===== src/hdl/csw_pkg.sv =====
package csw_pkg;
  // register addresses on the serial control port (7-bit)
  localparam logic [6:0] ADDR_WAKE_STATUS = 7'h6C;
  localparam logic [6:0] ADDR_ERROR_COUNT = 7'h6D;
  localparam logic [6:0] ADDR_CR_HIGH = 7'h6E;
  localparam logic [6:0] ADDR_CR_LOW = 7'h6F;
  // status field positions
  localparam int BIT_SYNC = 6;
  localparam int BIT_SILENCE = 3;
  localparam int BIT_ACTIVE = 2;
  localparam int BIT_PATTERN = 1;
  localparam int BIT_FRAME = 0;
  // error counter
  localparam int ECNT_W = 6;
  localparam logic [5:0] ECNT_ZERO = 6'h00;
  localparam logic [5:0] ECNT_ONE = 6'h01;
  localparam logic [5:0] ECNT_OVERFLOW = 6'h20;
  // clock recovery filter output width and reset values
  localparam int CPB_W = 12;
  localparam logic [7:0] RST_CR_HIGH = 8'hA0;
  localparam logic [7:0] RST_ZERO = 8'h00;
  localparam logic [2:0] MODE_NO_ACTIVATE = 3'h4;
  localparam int NUM_REGS = 4;

  typedef struct packed {
    logic frame_ok;      // frame valid under base CAN
    logic frame_error;   // frame judged erroneous by wake decoding
    logic pattern;       // wake-up pattern detected
    logic wake_frame;    // wake-up frame detected
    logic silence;       // silence time exceeded
  } csw_events_s;
endpackage


===== src/hdl/csw_regmem.sv =====
`timescale 1ns/1ps
`default_nettype none
// tiny register image; read data leaves through a flip-flop
module csw_regmem (
  // clock and reset
  input wire logic clk,
  input wire logic reset_n,
  input wire logic clk_en,
  // write side
  input wire logic [7:0] wr_data [csw_pkg::NUM_REGS],
  // read side
  input wire logic [1:0] rd_index,
  output logic [7:0] rd_data
);
  always_ff @(posedge clk or negedge reset_n) begin
    if (!reset_n) begin
      rd_data <= csw_pkg::RST_ZERO;
    end else if (clk_en) begin
      rd_data <= wr_data[rd_index];
    end
  end
endmodule
`default_nettype wire


===== src/hdl/csw_status.sv =====
// Contract
// RULE1: reserved bits read zero, all fields read-only
// RULE2: sync flag set after error-free frame
// RULE3: silence flag set when silence time exceeded
// RULE4: bit 2 shows selective wake active
// RULE5: activation needs no error, config valid, enable
// RULE6: mode change activates, except mode code 100
// RULE7: bit 1 set on wake-up pattern
// RULE8: bit 0 set on wake-up frame
// RULE9: six-bit error count, 32 means overflow
// RULE10: valid frame decrements nonzero counter
// RULE11: overflow disables wake, sets error, enables wake
// RULE12: high register holds filter bits 11:4
// RULE13: low register bits 7:4 hold fraction
// RULE14: reset loads A0 high, zeros elsewhere
// RULE15: restart contents undefined, software must ignore
// RULE16: erroneous frame increments counter, saturating
// RULE17: flags update synchronously for coherent reads
`timescale 1ns/1ps
`default_nettype none
module csw_status (
  // clock and reset
  input wire logic clk,
  input wire logic reset_n,
  input wire logic clk_en,
  input wire logic soft_reset,
  // channel configuration and mode, asynchronous sources
  input wire logic config_valid,
  input wire logic channel_partial_wake_enable,
  input wire logic [2:0] channel_mode_code,
  input wire logic mode_change,
  // decoder events, same clock domain
  input wire csw_pkg::csw_events_s events,
  input wire logic [csw_pkg::CPB_W-1:0] filtered_clocks_per_bit,
  input wire logic filter_update,
  // register read port
  input wire logic [6:0] rd_addr,
  input wire logic rd_en,
  output logic [7:0] rd_data,
  output logic rd_valid,
  // wake controls
  output logic channel_system_error,
  output logic can_wake_capable
);
  // configuration pins cross into this domain through two flops
  logic [4:0] sync1;
  logic [4:0] sync2;
  logic bus_silence_exceeded;
  logic wake_pattern_seen;
  logic wake_frame_seen;
  logic in_sync;
  logic active;
  logic [csw_pkg::ECNT_W-1:0] err_count;
  logic [7:0] clocks_per_bit_value;
  logic [3:0] cpb_fraction;
  logic [7:0] image [csw_pkg::NUM_REGS];
  logic [7:0] mem_data;
  logic rd_pending;
  logic rd_hit;
  logic [1:0] rd_index;
  logic [2:0] rd_dec;
  logic next_active;
  logic overflow;
  logic cfg_valid_s;
  logic enable_s;
  logic [2:0] mode_s;

  always_ff @(posedge clk or negedge reset_n) begin
    if (!reset_n) begin
      sync1 <= 5'h00;
      sync2 <= 5'h00;
    end else if (clk_en) begin
      sync1 <= {config_valid, channel_partial_wake_enable, channel_mode_code};
      sync2 <= sync1;
    end
  end

  assign cfg_valid_s = sync2[4];
  assign enable_s = sync2[3];
  assign mode_s = sync2[2:0];
  assign overflow = (err_count == csw_pkg::ECNT_OVERFLOW);

  // address decode shared by hit check and index
  function automatic logic [2:0] decode(input logic [6:0] a);
    case (a)
      csw_pkg::ADDR_WAKE_STATUS: decode = 3'h4;
      csw_pkg::ADDR_ERROR_COUNT: decode = 3'h5;
      csw_pkg::ADDR_CR_HIGH: decode = 3'h6;
      csw_pkg::ADDR_CR_LOW: decode = 3'h7;
      default: decode = 3'h0;
    endcase
  endfunction

  // a function result cannot be part-selected, so it lands in a net first
  assign rd_dec = decode(rd_addr);
  assign rd_hit = rd_dec[2];
  assign rd_index = rd_dec[1:0];

  // activation on a mode change; error or disable drops it at once
  always_comb begin
    next_active = active;
    if (channel_system_error || !cfg_valid_s || !enable_s) begin
      next_active = 1'b0; // [RULE5]
    end else if (mode_change && mode_s != csw_pkg::MODE_NO_ACTIVATE) begin
      next_active = 1'b1; // [RULE6] [RULE5]
    end
    if (overflow) begin
      next_active = 1'b0; // [RULE11]
    end
  end

  always_ff @(posedge clk or negedge reset_n) begin
    if (!reset_n) begin
      active <= 1'b0;
    end else if (clk_en) begin
      if (soft_reset) begin
        active <= 1'b0; // [RULE14]
      end else begin
        active <= next_active; // [RULE4] [RULE17]
      end
    end
  end

  // error counter: errors win over a good frame in the same cycle
  always_ff @(posedge clk or negedge reset_n) begin
    if (!reset_n) begin
      err_count <= csw_pkg::ECNT_ZERO;
    end else if (clk_en) begin
      if (soft_reset) begin
        err_count <= csw_pkg::ECNT_ZERO; // [RULE14]
      end else if (active && events.frame_error && !overflow) begin
        err_count <= err_count + csw_pkg::ECNT_ONE; // [RULE16] [RULE9]
      end else if (active && events.frame_ok && err_count != csw_pkg::ECNT_ZERO
                   && !overflow) begin
        err_count <= err_count - csw_pkg::ECNT_ONE; // [RULE10]
      end
    end
  end

  // system error and plain wake capability stay until soft reset
  always_ff @(posedge clk or negedge reset_n) begin
    if (!reset_n) begin
      channel_system_error <= 1'b0;
      can_wake_capable <= 1'b0;
    end else if (clk_en) begin
      if (soft_reset) begin
        channel_system_error <= 1'b0;
        can_wake_capable <= 1'b0;
      end else if (overflow) begin
        channel_system_error <= 1'b1; // [RULE11]
        can_wake_capable <= 1'b1; // [RULE11]
      end
    end
  end

  // sync: first good frame while active; lost when wake is not working
  always_ff @(posedge clk or negedge reset_n) begin
    if (!reset_n) begin
      in_sync <= 1'b0;
    end else if (clk_en) begin
      if (soft_reset || !active) begin
        in_sync <= 1'b0; // [RULE2]
      end else if (events.frame_ok) begin
        in_sync <= 1'b1; // [RULE2]
      end
    end
  end

  // silence level follows the timer while wake operates
  always_ff @(posedge clk or negedge reset_n) begin
    if (!reset_n) begin
      bus_silence_exceeded <= 1'b0;
    end else if (clk_en) begin
      if (soft_reset) begin
        bus_silence_exceeded <= 1'b0;
      end else begin
        bus_silence_exceeded <= active && events.silence; // [RULE3]
      end
    end
  end

  // wake detections are sticky until soft reset
  always_ff @(posedge clk or negedge reset_n) begin
    if (!reset_n) begin
      wake_pattern_seen <= 1'b0;
      wake_frame_seen <= 1'b0;
    end else if (clk_en) begin
      if (events.pattern) begin
        wake_pattern_seen <= 1'b1; // [RULE7]
      end else if (soft_reset) begin
        wake_pattern_seen <= 1'b0;
      end
      if (events.wake_frame && active) begin
        wake_frame_seen <= 1'b1; // [RULE8]
      end else if (soft_reset) begin
        wake_frame_seen <= 1'b0;
      end
    end
  end

  // filter result captured whole so both halves stay coherent
  always_ff @(posedge clk or negedge reset_n) begin
    if (!reset_n) begin
      clocks_per_bit_value <= csw_pkg::RST_CR_HIGH; // [RULE14]
      cpb_fraction <= 4'h0;
    end else if (clk_en) begin
      if (soft_reset) begin
        clocks_per_bit_value <= csw_pkg::RST_CR_HIGH; // [RULE14]
        cpb_fraction <= 4'h0;
      end else if (filter_update) begin
        clocks_per_bit_value <= filtered_clocks_per_bit[11:4]; // [RULE12]
        cpb_fraction <= filtered_clocks_per_bit[3:0]; // [RULE13]
      end
    end
  end

  // register image; reserved bits are tied to zero, no write path
  always_comb begin
    image[0] = csw_pkg::RST_ZERO; // [RULE1]
    image[0][csw_pkg::BIT_SYNC] = in_sync;
    image[0][csw_pkg::BIT_SILENCE] = bus_silence_exceeded;
    image[0][csw_pkg::BIT_ACTIVE] = active;
    image[0][csw_pkg::BIT_PATTERN] = wake_pattern_seen;
    image[0][csw_pkg::BIT_FRAME] = wake_frame_seen;
    image[1] = {2'b00, err_count}; // [RULE1] [RULE9]
    image[2] = clocks_per_bit_value;
    image[3] = {cpb_fraction, 4'h0}; // [RULE1] [RULE13]
  end

  csw_regmem u_regmem (
    .clk(clk),
    .reset_n(reset_n),
    .clk_en(clk_en),
    .wr_data(image),
    .rd_index(rd_index),
    .rd_data(mem_data)
  );

  always_ff @(posedge clk or negedge reset_n) begin
    if (!reset_n) begin
      rd_pending <= 1'b0;
    end else if (clk_en) begin
      rd_pending <= rd_en;
    end
  end

  // unmapped addresses answer zero
  logic rd_hit_q;
  always_ff @(posedge clk or negedge reset_n) begin
    if (!reset_n) begin
      rd_hit_q <= 1'b0;
    end else if (clk_en) begin
      rd_hit_q <= rd_hit;
    end
  end

  always_ff @(posedge clk or negedge reset_n) begin
    if (!reset_n) begin
      rd_data <= csw_pkg::RST_ZERO;
      rd_valid <= 1'b0;
    end else if (clk_en) begin
      rd_valid <= rd_pending;
      if (rd_pending) begin
        rd_data <= rd_hit_q ? mem_data : csw_pkg::RST_ZERO; // [RULE17]
      end
    end
  end
endmodule
`default_nettype wire


===== config.mk =====
export PLATFORM = sky130hd
export DESIGN_NAME = csw_status
export DESIGN_NICKNAME = d
export VERILOG_FILES = /design/src/hdl/csw_pkg.sv /design/src/hdl/csw_regmem.sv /design/src/hdl/csw_status.sv
export SDC_FILE = /design/constraint.sdc
export NUM_CORES = 1
export LEC_CHECK = 0
export BUFFER_PORTS_ARGS = -buffer_cell sky130_fd_sc_hd__buf_2
export CORE_ASPECT_RATIO = 1.5
export CORE_MARGIN = 1.5
export CORE_UTILIZATION = 26
export DETAILED_ROUTE_END_ITERATION = 8
export PLACE_DENSITY = 0.46
export SLEW_MARGIN = 20
export SYNTH_ARGS = -nofsm -noshare
export SYNTH_HDL_FRONTEND = slang
export SYNTH_HIERARCHICAL = 1
export SYNTH_SLANG_ARGS = --single-unit

===== constraint.sdc =====
create_clock -name clk -period 2.1 [get_ports clk]
set_input_delay 0.42 -clock clk [delete_from_list [all_inputs] [get_ports clk]]
set_output_delay 0.42 -clock clk [all_outputs]
set_load 0.01 [all_outputs]

* After elaboration in Yosys (flattened, before gate mapping)
Index checks and enable logic that the tools add are counted.
** Word-level totals
- Register bits after elaboration :: 53
- Input port bits :: 36
- Output and inout port bits :: 11
- Logic and storage cells :: 81
** Operators by class
- $add $sub $neg :: 2
- $lt $le $gt $ge :: 1
- Eq/ne operators :: 6
- Multiplexer cells :: 24
- Bitwise gates (word level) :: 1
- Reduce and logical (&&, ||, !) cells :: 31
** Operators by type and width (count)
- 8-bit two-way mux :: 5
- 7-bit == test (second input constant) :: 4
- 6-bit two-way mux :: 3
- 8-bit binary-select mux with 2-bit select :: 1
- 2-bit AND reduction :: 8
- 1-bit two-way mux :: 12
- 3-bit case mux with 4 select lines :: 1
- 2-bit nonzero test :: 5
- 1-bit logical AND :: 8
- 4-bit two-way mux :: 2
- 6-bit by 1-bit adder with 6-bit output (second input constant) :: 1
- 6-bit == test (second input constant) :: 1
- 6-bit nonzero test :: 1
- 6-bit by 1-bit subtractor with 6-bit output (second input constant) :: 1
- 1-bit logical NOT :: 4
- 4-bit nonzero test :: 1
- 3-bit >= comparator (second input constant) :: 1
- 1-bit logical OR :: 3
- 3-bit != test (second input constant) :: 1
- 2-bit inverter with 3-bit output :: 1
- 3-bit nonzero test :: 1

* Logic depth before layout (Yosys ltp)
Gate-level depths: netlist of the first run.
- Word-level depth :: 6
- Depth in mapped cells :: 10
- Mapped depth without buffers :: 10

* Modules after synthesis
Netlist of the first run, hierarchy kept.
** Modules (own cells, without submodules)
- csw_status :: times used 1, cells an instance 199, area each 2137.0 um^2, seq. area each 1128.6 um^2
- csw_regmem :: times used 1, cells an instance 45, area each 525.5 um^2, seq. area each 200.2 um^2

* Least setup slack after synthesis of the first run
No wires, ideal clock.
- Kind :: register -> register
- Start :: reg err_count[1] (netlist bit)
- End :: reg err_count[4] (netlist bit)
- Library setup time :: 0.079 ns
- Arrival time :: 2.206 ns
- Required time :: 2.021 ns
- Setup slack :: -0.185 ns
- Cell stages (with the launch flop) :: 11
- Path buffers :: 0
- Period minus slack after synthesis :: 2.285 ns
- Path through :: dfrtp_1 -> nor4_2 -> nand2_1 -> nand3_1 -> inv_1 -> fa_1 -> nor2b_1 -> o21a_1 -> nor3_1 -> or3b_1 -> mux2i_1
** On the way
- Longest elaborated chain between the ends :: 5
- Elaborated cells on any way between the ends :: 13
- Those cells by class :: 2 x add/sub; 1 x eq/ne; 3 x mux; 7 x reduce/logical
** RTL lines
- start, declared :: RTL line csw_status.sv:53 : logic [csw_pkg::ECNT_W-1:0] err_count;
- start signal, assigned :: RTL line csw_status.sv:127 : err_count <= csw_pkg::ECNT_ZERO;
- start signal, assigned :: RTL line csw_status.sv:130 : err_count <= csw_pkg::ECNT_ZERO;
- start signal, assigned :: RTL line csw_status.sv:132 : err_count <= err_count + csw_pkg::ECNT_ONE;
- parallel branches: the longest is 5 deep, another holds 6-bit by 1-bit subtractor with 6-bit output
Several ways; the timed one is not identified. The select of a mux whose other input is x is not followed.
A chain may end at the register's enable or synchronous reset.

* Final worst setup path of the first run
Same ends and word-level chain as after synthesis.

==> impl_results.md, run 1 <==
* Initial core utilization at 26.6%
* Final Instance Area at 0.00339 mm²
* Slew Viols, Final at 0
* Post-synth EDFFs at 0
* CTS Hold Bufs at 0
* Diodes inserted at 0
* Final setup TNS at -0.187 ns
* Failing checks: DRC, setup timing
* Vias per cell at 4.63
* YS warnings at 6
* Die Wd at 85.6 µm
* Gpl congestion at 0.750
* Root Buffer Master: clkbuf_16
* Routed Antenna Nets at 0
* Largest net degree at the start of global routing at 36
* Clock slew at reported path FFs at 0.07 ns
* CTS Buffer Depth at 2
* Post-layout net count at 350
* IO Count at 47
* DRC viols at 2
* Final setup margin at -0.112 ns
* Cell variety after synth at 41
* VDD IR-drop max at 0.313 mV
* Crit path DAT at 2.43 ns
* Total wire length at 6340 µm
* CP startpoint kind: flip-flop
* Commonest non-fill, non-tap cell in the layout: dfrtp_1
* Worst r2r src: err_count[1]
* RSZ-0062 raised after global routing: true
* Initial DRC count at 96
* Fin cells at 427
* Outcome: complete, but fails checks
* Core Region at 0.0100 mm²
* Leakage at 0.00151 µW
* Drt pass-1 iters at 8
* Register bit count reported by yosys at 53
* Final period utilization at 105%
* Worst R2R Path Depth at 10
* H-tree Lvls at 2
* R2R Path End: err_count[4]
* Via count at 1,978
* Slew @ Worst Pin at 0.514 ns
* Slew headroom at 65.7%
* Clk_lat worst skew at 0.29 ns
* Mapped Cells at 244
* WHS at 0.0777 ns
* Overflow after GRT at 0
* Max-cap violations at 0
* WS Path Type: reg2reg
* Global-route wire length before repair at 10,700 µm
* Final Hold Fails at 0
* Layout cells sized above 1 at 32.6%
* Most frequent cells in the layout: dfrtp_1 (51), buf_2 (46), nand2_1 (27)
* Clock buffer count from CTS at 5
* Post-Syn Area at 0.00266 mm²
* Clock Skew at 0.00772 ns
* GR Util All Layers at 12.6%
* Routed wire per std cell at 14.8 µm
* HPWL Detailed at 4630 µm
* Minimum clock period at 2.21 ns
* Reg2reg setup slack at -0.11 ns
* Crit path max fanout at 4
* Initial antenna violation count at 0
* CTS tree: yes
* Synth Flop Type: dfrtp_1
* DIE HEIGHT at 127 µm
* Post-synth ARST share at 100%
* Synthesis-to-finish area growth at 27.3%
* Critical Path Sink Type: flip-flop
* Port Buffers at 46
* Worst min path class: in2async
* DIE AREA at 0.0109 mm²
* Placed Instances at 418
* Post-DP Area at 0.00314 mm²
* Mean Syn Cell Area at 10.9 µm²
* FMAX at 0.452 GHz
* Post-synthesis sequential area ratio at 49.9%
* Final setup vio count at 2
* CP Data Required Time at 2.31 ns
* Site row count at 45
* Vias in the first global route at 2,087
* Sink Count at 53
* Pwr/cell area at 932 mW/mm²
## timing repair
action                                  CTS  global route
pin swaps                                 3             6
resized for setup                         3             8
endpoints found under the setup margin    3             4
buffers inserted                          1             1
## state kept, by name (all words and copies together) (netlist names)
name	flops
cpb_fraction	4
in_sync	1
bus_silence_exceeded	1
wake_frame_seen	1
rd_valid	1
can_wake_capable	1
rd_pending	1
clocks_per_bit_value	8
u_regmem/rd_data	8
sync1	5
rd_data	8
wake_pattern_seen	1
sync2	5
active	1
rd_hit_q	1
err_count	6
## worst max path at each step
stage            startpoint           end  slack [ns]
2_1_floorplan  err_count[3]  err_count[4]       -0.09
3_3_place_gp   err_count[3]  err_count[4]       -0.10
3_5_place_dp   err_count[3]  err_count[4]       -0.14
4_1_cts        err_count[3]  err_count[4]       -0.14
5_1_grt        err_count[1]  err_count[4]       -0.30
6_report       err_count[1]  err_count[4]       -0.11
## critical path, stage by stage (launching register included)
cell and delay, ns:
dfrtp_1 0.41, nor4_4 0.30, nand2_1 0.12, nand3_2 0.11, inv_1 0.06, fa_2 0.34, nor2b_2 0.12, o21a_1 0.14
nor3_1 0.05, or3b_1 0.34, mux2i_1 0.13
## report_power, final
group	switching (µW)	internal (µW)
sequential	88.9	1150
clock	368	596
combinational	440	512
total	896	2260
## Yosys cell counts, drive strengths merged (2+ instances only)
master / instances / area, µm²
mux2: 16 / 195
nand3: 3 / 15.0
nor2: 6 / 22.5
clkbuf: 7 / 26.3
nand2: 27 / 101
a2bb2oi: 10 / 87.6
o221ai: 8 / 70.1
o22ai: 12 / 75.1
a21oi: 6 / 30.0
dfrtp: 51 / 1280
nand4: 2 / 12.5
nand2b: 10 / 62.6
a31oi: 3 / 18.8
nor2b: 2 / 12.5
o21ai: 11 / 55.1
and2: 3 / 18.8
inv: 17 / 63.8
ha: 4 / 50.1
mux2i: 17 / 170
o21a: 2 / 22.5
buf: 7 / 58.8
o22a: 4 / 35.0
xor2: 3 / 26.3
dfstp: 2 / 52.6
## kinds of logic (layout without fill, tap and decap cells)
group | after synthesis | after routing | share of synthesized area [%]
DFF | 53 | 53 | 49.9
muxes | 33 | 33 | 13.7
other | 1 | 9 | 0.141
xor gates and xnor gates | 4 | 4 | 1.32
AOI/OAI and AO/OA | 59 | 59 | 15.8
adders and majority gates | 5 | 5 | 2.63
and+or+nand+nor | 58 | 58 | 10.9
buffers and inverters | 31 | 89 | 5.59
## cell type report
class / count / area [µm²]
Inverter: 17 / 63.8
Clock buffer: 7 / 143
Timing Repair Buffer: 64 / 394
Sequential cell: 53 / 1330
Multi-Input combinational cell: 168 / 1280
Clock inverter: 1 / 30.0
Fill cell: 1046 / 6630
Tap cell: 117 / 146
## stage by stage
step	setup WS [ns]	utilization, %	total power (µW)
after floorplan	-0.0889	-	1780
after global placement	-0.104	31.4	2090
after detailed placement	-0.142	31.4	2120
after CTS	-0.138	33.4	3140
after global routing	-0.302	33.8	3360
final	-0.112	33.8	3160
## per-layer routing
metal  vias to the layer above  global-route usage (%)  part of all wire, %  routed length (µm)
met2                        33                    22.6                   54                3400
met5                         -                       0                    0                   0
met1                       950                    15.0                   42                2640
li1                        988                       -                    -                   -
met3                         7                    2.28                  3.2                 202
met4                         0                    4.27                  1.5                  93
No activity file was read; power rests on OpenSTA's default activity.
==> run 2, diff against run 1 <==
--- a/config.mk
+++ b/config.mk
@@ -8,9 +8,9 @@
 export BUFFER_PORTS_ARGS = -buffer_cell sky130_fd_sc_hd__buf_2
 export CORE_ASPECT_RATIO = 1.5
 export CORE_MARGIN = 1.5
-export CORE_UTILIZATION = 26
+export CORE_UTILIZATION = 35
 export DETAILED_ROUTE_END_ITERATION = 8
-export PLACE_DENSITY = 0.46
+export PLACE_DENSITY = 0.57
 export SLEW_MARGIN = 20
 export SYNTH_ARGS = -nofsm -noshare
 export SYNTH_HDL_FRONTEND = slang
==> run 2 against run 1 <==
  * The flow finishes with violations (setup timing)
  * Critical path depth decreased by 1
  * Register-to-register slack improved by 0.06 ns
  * Count of clock-buffer cells in the layout decreased by 1
  * Via count increased by 3.0%
  * Total power decreased by 13%
  * Sequential share of layout area increased by 1.6 points
  * Final cell count decreased by 3.7%
  * Clock skew increased by 0.0042 ns
  * Maximum frequency increased by 2.9%
  * Highest routed layer unchanged
==> impl_results.md, run 2 (synthesis gave the netlist of run 1 again) <==
* FMAX at 0.465 GHz
* Final Hold Fails at 0
* Port Buffers at 46
* HPWL Detailed at 4320 µm
* Diodes inserted at 0
* Overflow after GRT at 0
* WHS at 0.0780 ns
* Max-cap violations at 0
* Routed Antenna Nets at 0
* Pwr/cell area at 843 mW/mm²
* CTS Buffer Depth at 2
* Clock Skew at 0.0119 ns
* Vias in the first global route at 1,992
* Minimum clock period at 2.15 ns
* Final setup vio count at 2
* Critical Path Sink Type: flip-flop
* Fin cells at 411
* Initial core utilization at 36.4%
* Clk_lat worst skew at 0.31 ns
* Slew Viols, Final at 0
* Most frequent cells in the layout: dfrtp_1 (51), buf_2 (46), nand2_1 (27)
* Synthesis-to-finish area growth at 22.2%
* Biggest regs: clocks_per_bit_value (8), rd_data (8), u_regmem/rd_data (8)
* Global-route wire length before repair at 9680 µm
* WS Path Type: reg2reg
* Vias per cell at 4.96
* CTS tree: yes
* Initial DRC count at 116
* DRC viols at 0
* Post-DP Area at 0.00313 mm²
* Total wire length at 5930 µm
* DIE AREA at 0.00815 mm²
* Worst min path class: in2async
* IO Count at 47
* CP Data Required Time at 2.34 ns
* Outcome: complete, but fails checks
* Root Buffer Master: clkbuf_8
* Final Instance Area at 0.00325 mm²
* Drt pass-1 iters at 6
* GR Util All Layers at 15.7%
* Clock buffer count from CTS at 5
* Sink Count at 53
* RSZ-0062 raised after global routing: true
* Die Wd at 74.2 µm
* Crit path DAT at 2.39 ns
* Met3 WL at 158 µm
* Failing checks: setup timing
* Final period utilization at 102%
* VDD IR-drop max at 0.511 mV
* Top Metal Used: met4
* Routed wire per std cell at 14.4 µm
* Final setup margin at -0.0494 ns
* Met2 wire length at 3330 µm
* Fillers at 751
* Commonest non-fill, non-tap cell in the layout: dfrtp_1
* Placed Instances at 403
* Crit path max fanout at 4
* Core Region at 0.00732 mm²
* Wire length on met1 at 2370 µm
* Largest net degree at the start of global routing at 54
* Post-layout net count at 352
* Clock slew at reported path FFs at 0.09 ns
* Leakage at 0.00147 µW
* DIE HEIGHT at 110 µm
* H-tree Lvls at 2
* Site row count at 38
* Layout cells sized above 1 at 32.8%
* Initial antenna violation count at 0
* CP startpoint kind: flip-flop
* Gpl congestion at 0.763
* Via count at 2,038
* CTS Hold Bufs at 0
run 2: cell types whose count changed in the layout (fill, tap and decap cells not counted), sizes merged:
| cell | change |
|---|---|
| bufinv | -1 |
| clkbuf | -1 |
| clkinvlp | +1 |
| buf | +2 |
run 2: routing by layer:
| layer | global-route usage [%] | vias up |
|---|---|---|
| met5 | 0 | - |
| met4 | 4.68 | 0 |
| met3 | 2.84 | 5 |
| met2 | 28.8 | 28 |
| met1 | 18.3 | 1013 |
| li1 | - | 992 |
run 2: final timing paths:
| kind | from | end | slack (ns) | cells after the start |
|---|---|---|---|---|
| max | err_count[1] | err_count[4] | -0.05 | 9 |
| min | reset_n | sync1[1] | 0.08 | 2 |
| max reg2reg | err_count[1] | err_count[4] | -0.05 | 9 |
| min reg2reg | rd_data[6] | rd_data[6] | 0.48 | 2 |
| max in group asynchronous | reset_n | clocks_per_bit_value[5] | 1.73 | 2 |
| min in group clk | rd_en | rd_pending | 0.33 | 2 |
run 2: stage by stage:
step | setup WS (ns) | utilization, % | power, µW | setup TNS, ns
after global placement | -0.0643 | 42.7 | 2080 | -0.101
final | -0.0494 | 44.4 | 2740 | -0.0611
after detailed placement | -0.0777 | 42.7 | 2110 | -0.123
after global routing | -0.203 | 44.4 | 2920 | -0.422
after CTS | -0.0830 | 44.0 | 2720 | -0.144
after floorplan | -0.0889 | - | 1780 | -0.122
run 2: final cells by class:
class	count	area [µm²]	share of cell area, %
Clock inverter	1	7.51	0.231
Clock buffer	6	82.6	2.54
Tap cell	100	125	3.84
Sequential cell	53	1330	40.8
Inverter	17	63.8	1.96
Timing Repair Buffer	66	397	12.2
Multi-Input combinational cell	168	1250	38.4
run 2: report_power, final:
group	total [µW]	leakage (µW)	switching, µW	internal, µW
clock	597	0.0000433	335	261
combinational	913	0.000750	421	492
sequential	1230	0.000676	81.5	1150
total	2740	0.00147	838	1910
run 2: repair_timing:
item | 4_1_cts | 5_1_grt
pin swaps | 1 | 2
gates resized for setup | 0 | 7
setup buffers | 1 | 0
gates cloned | 0 | 0
endpoints found under the setup margin | 2 | 4
run 2: critical path: stages, from the launching register on:
cell     delay (ns)
dfrtp_1        0.40
nor4_2         0.31
nand2_1        0.12
nand3_2        0.11
ha_1           0.24
nor2b_1        0.14
o21a_1         0.17
o21ai_0        0.12
or3b_1         0.35
mux2i_1        0.13
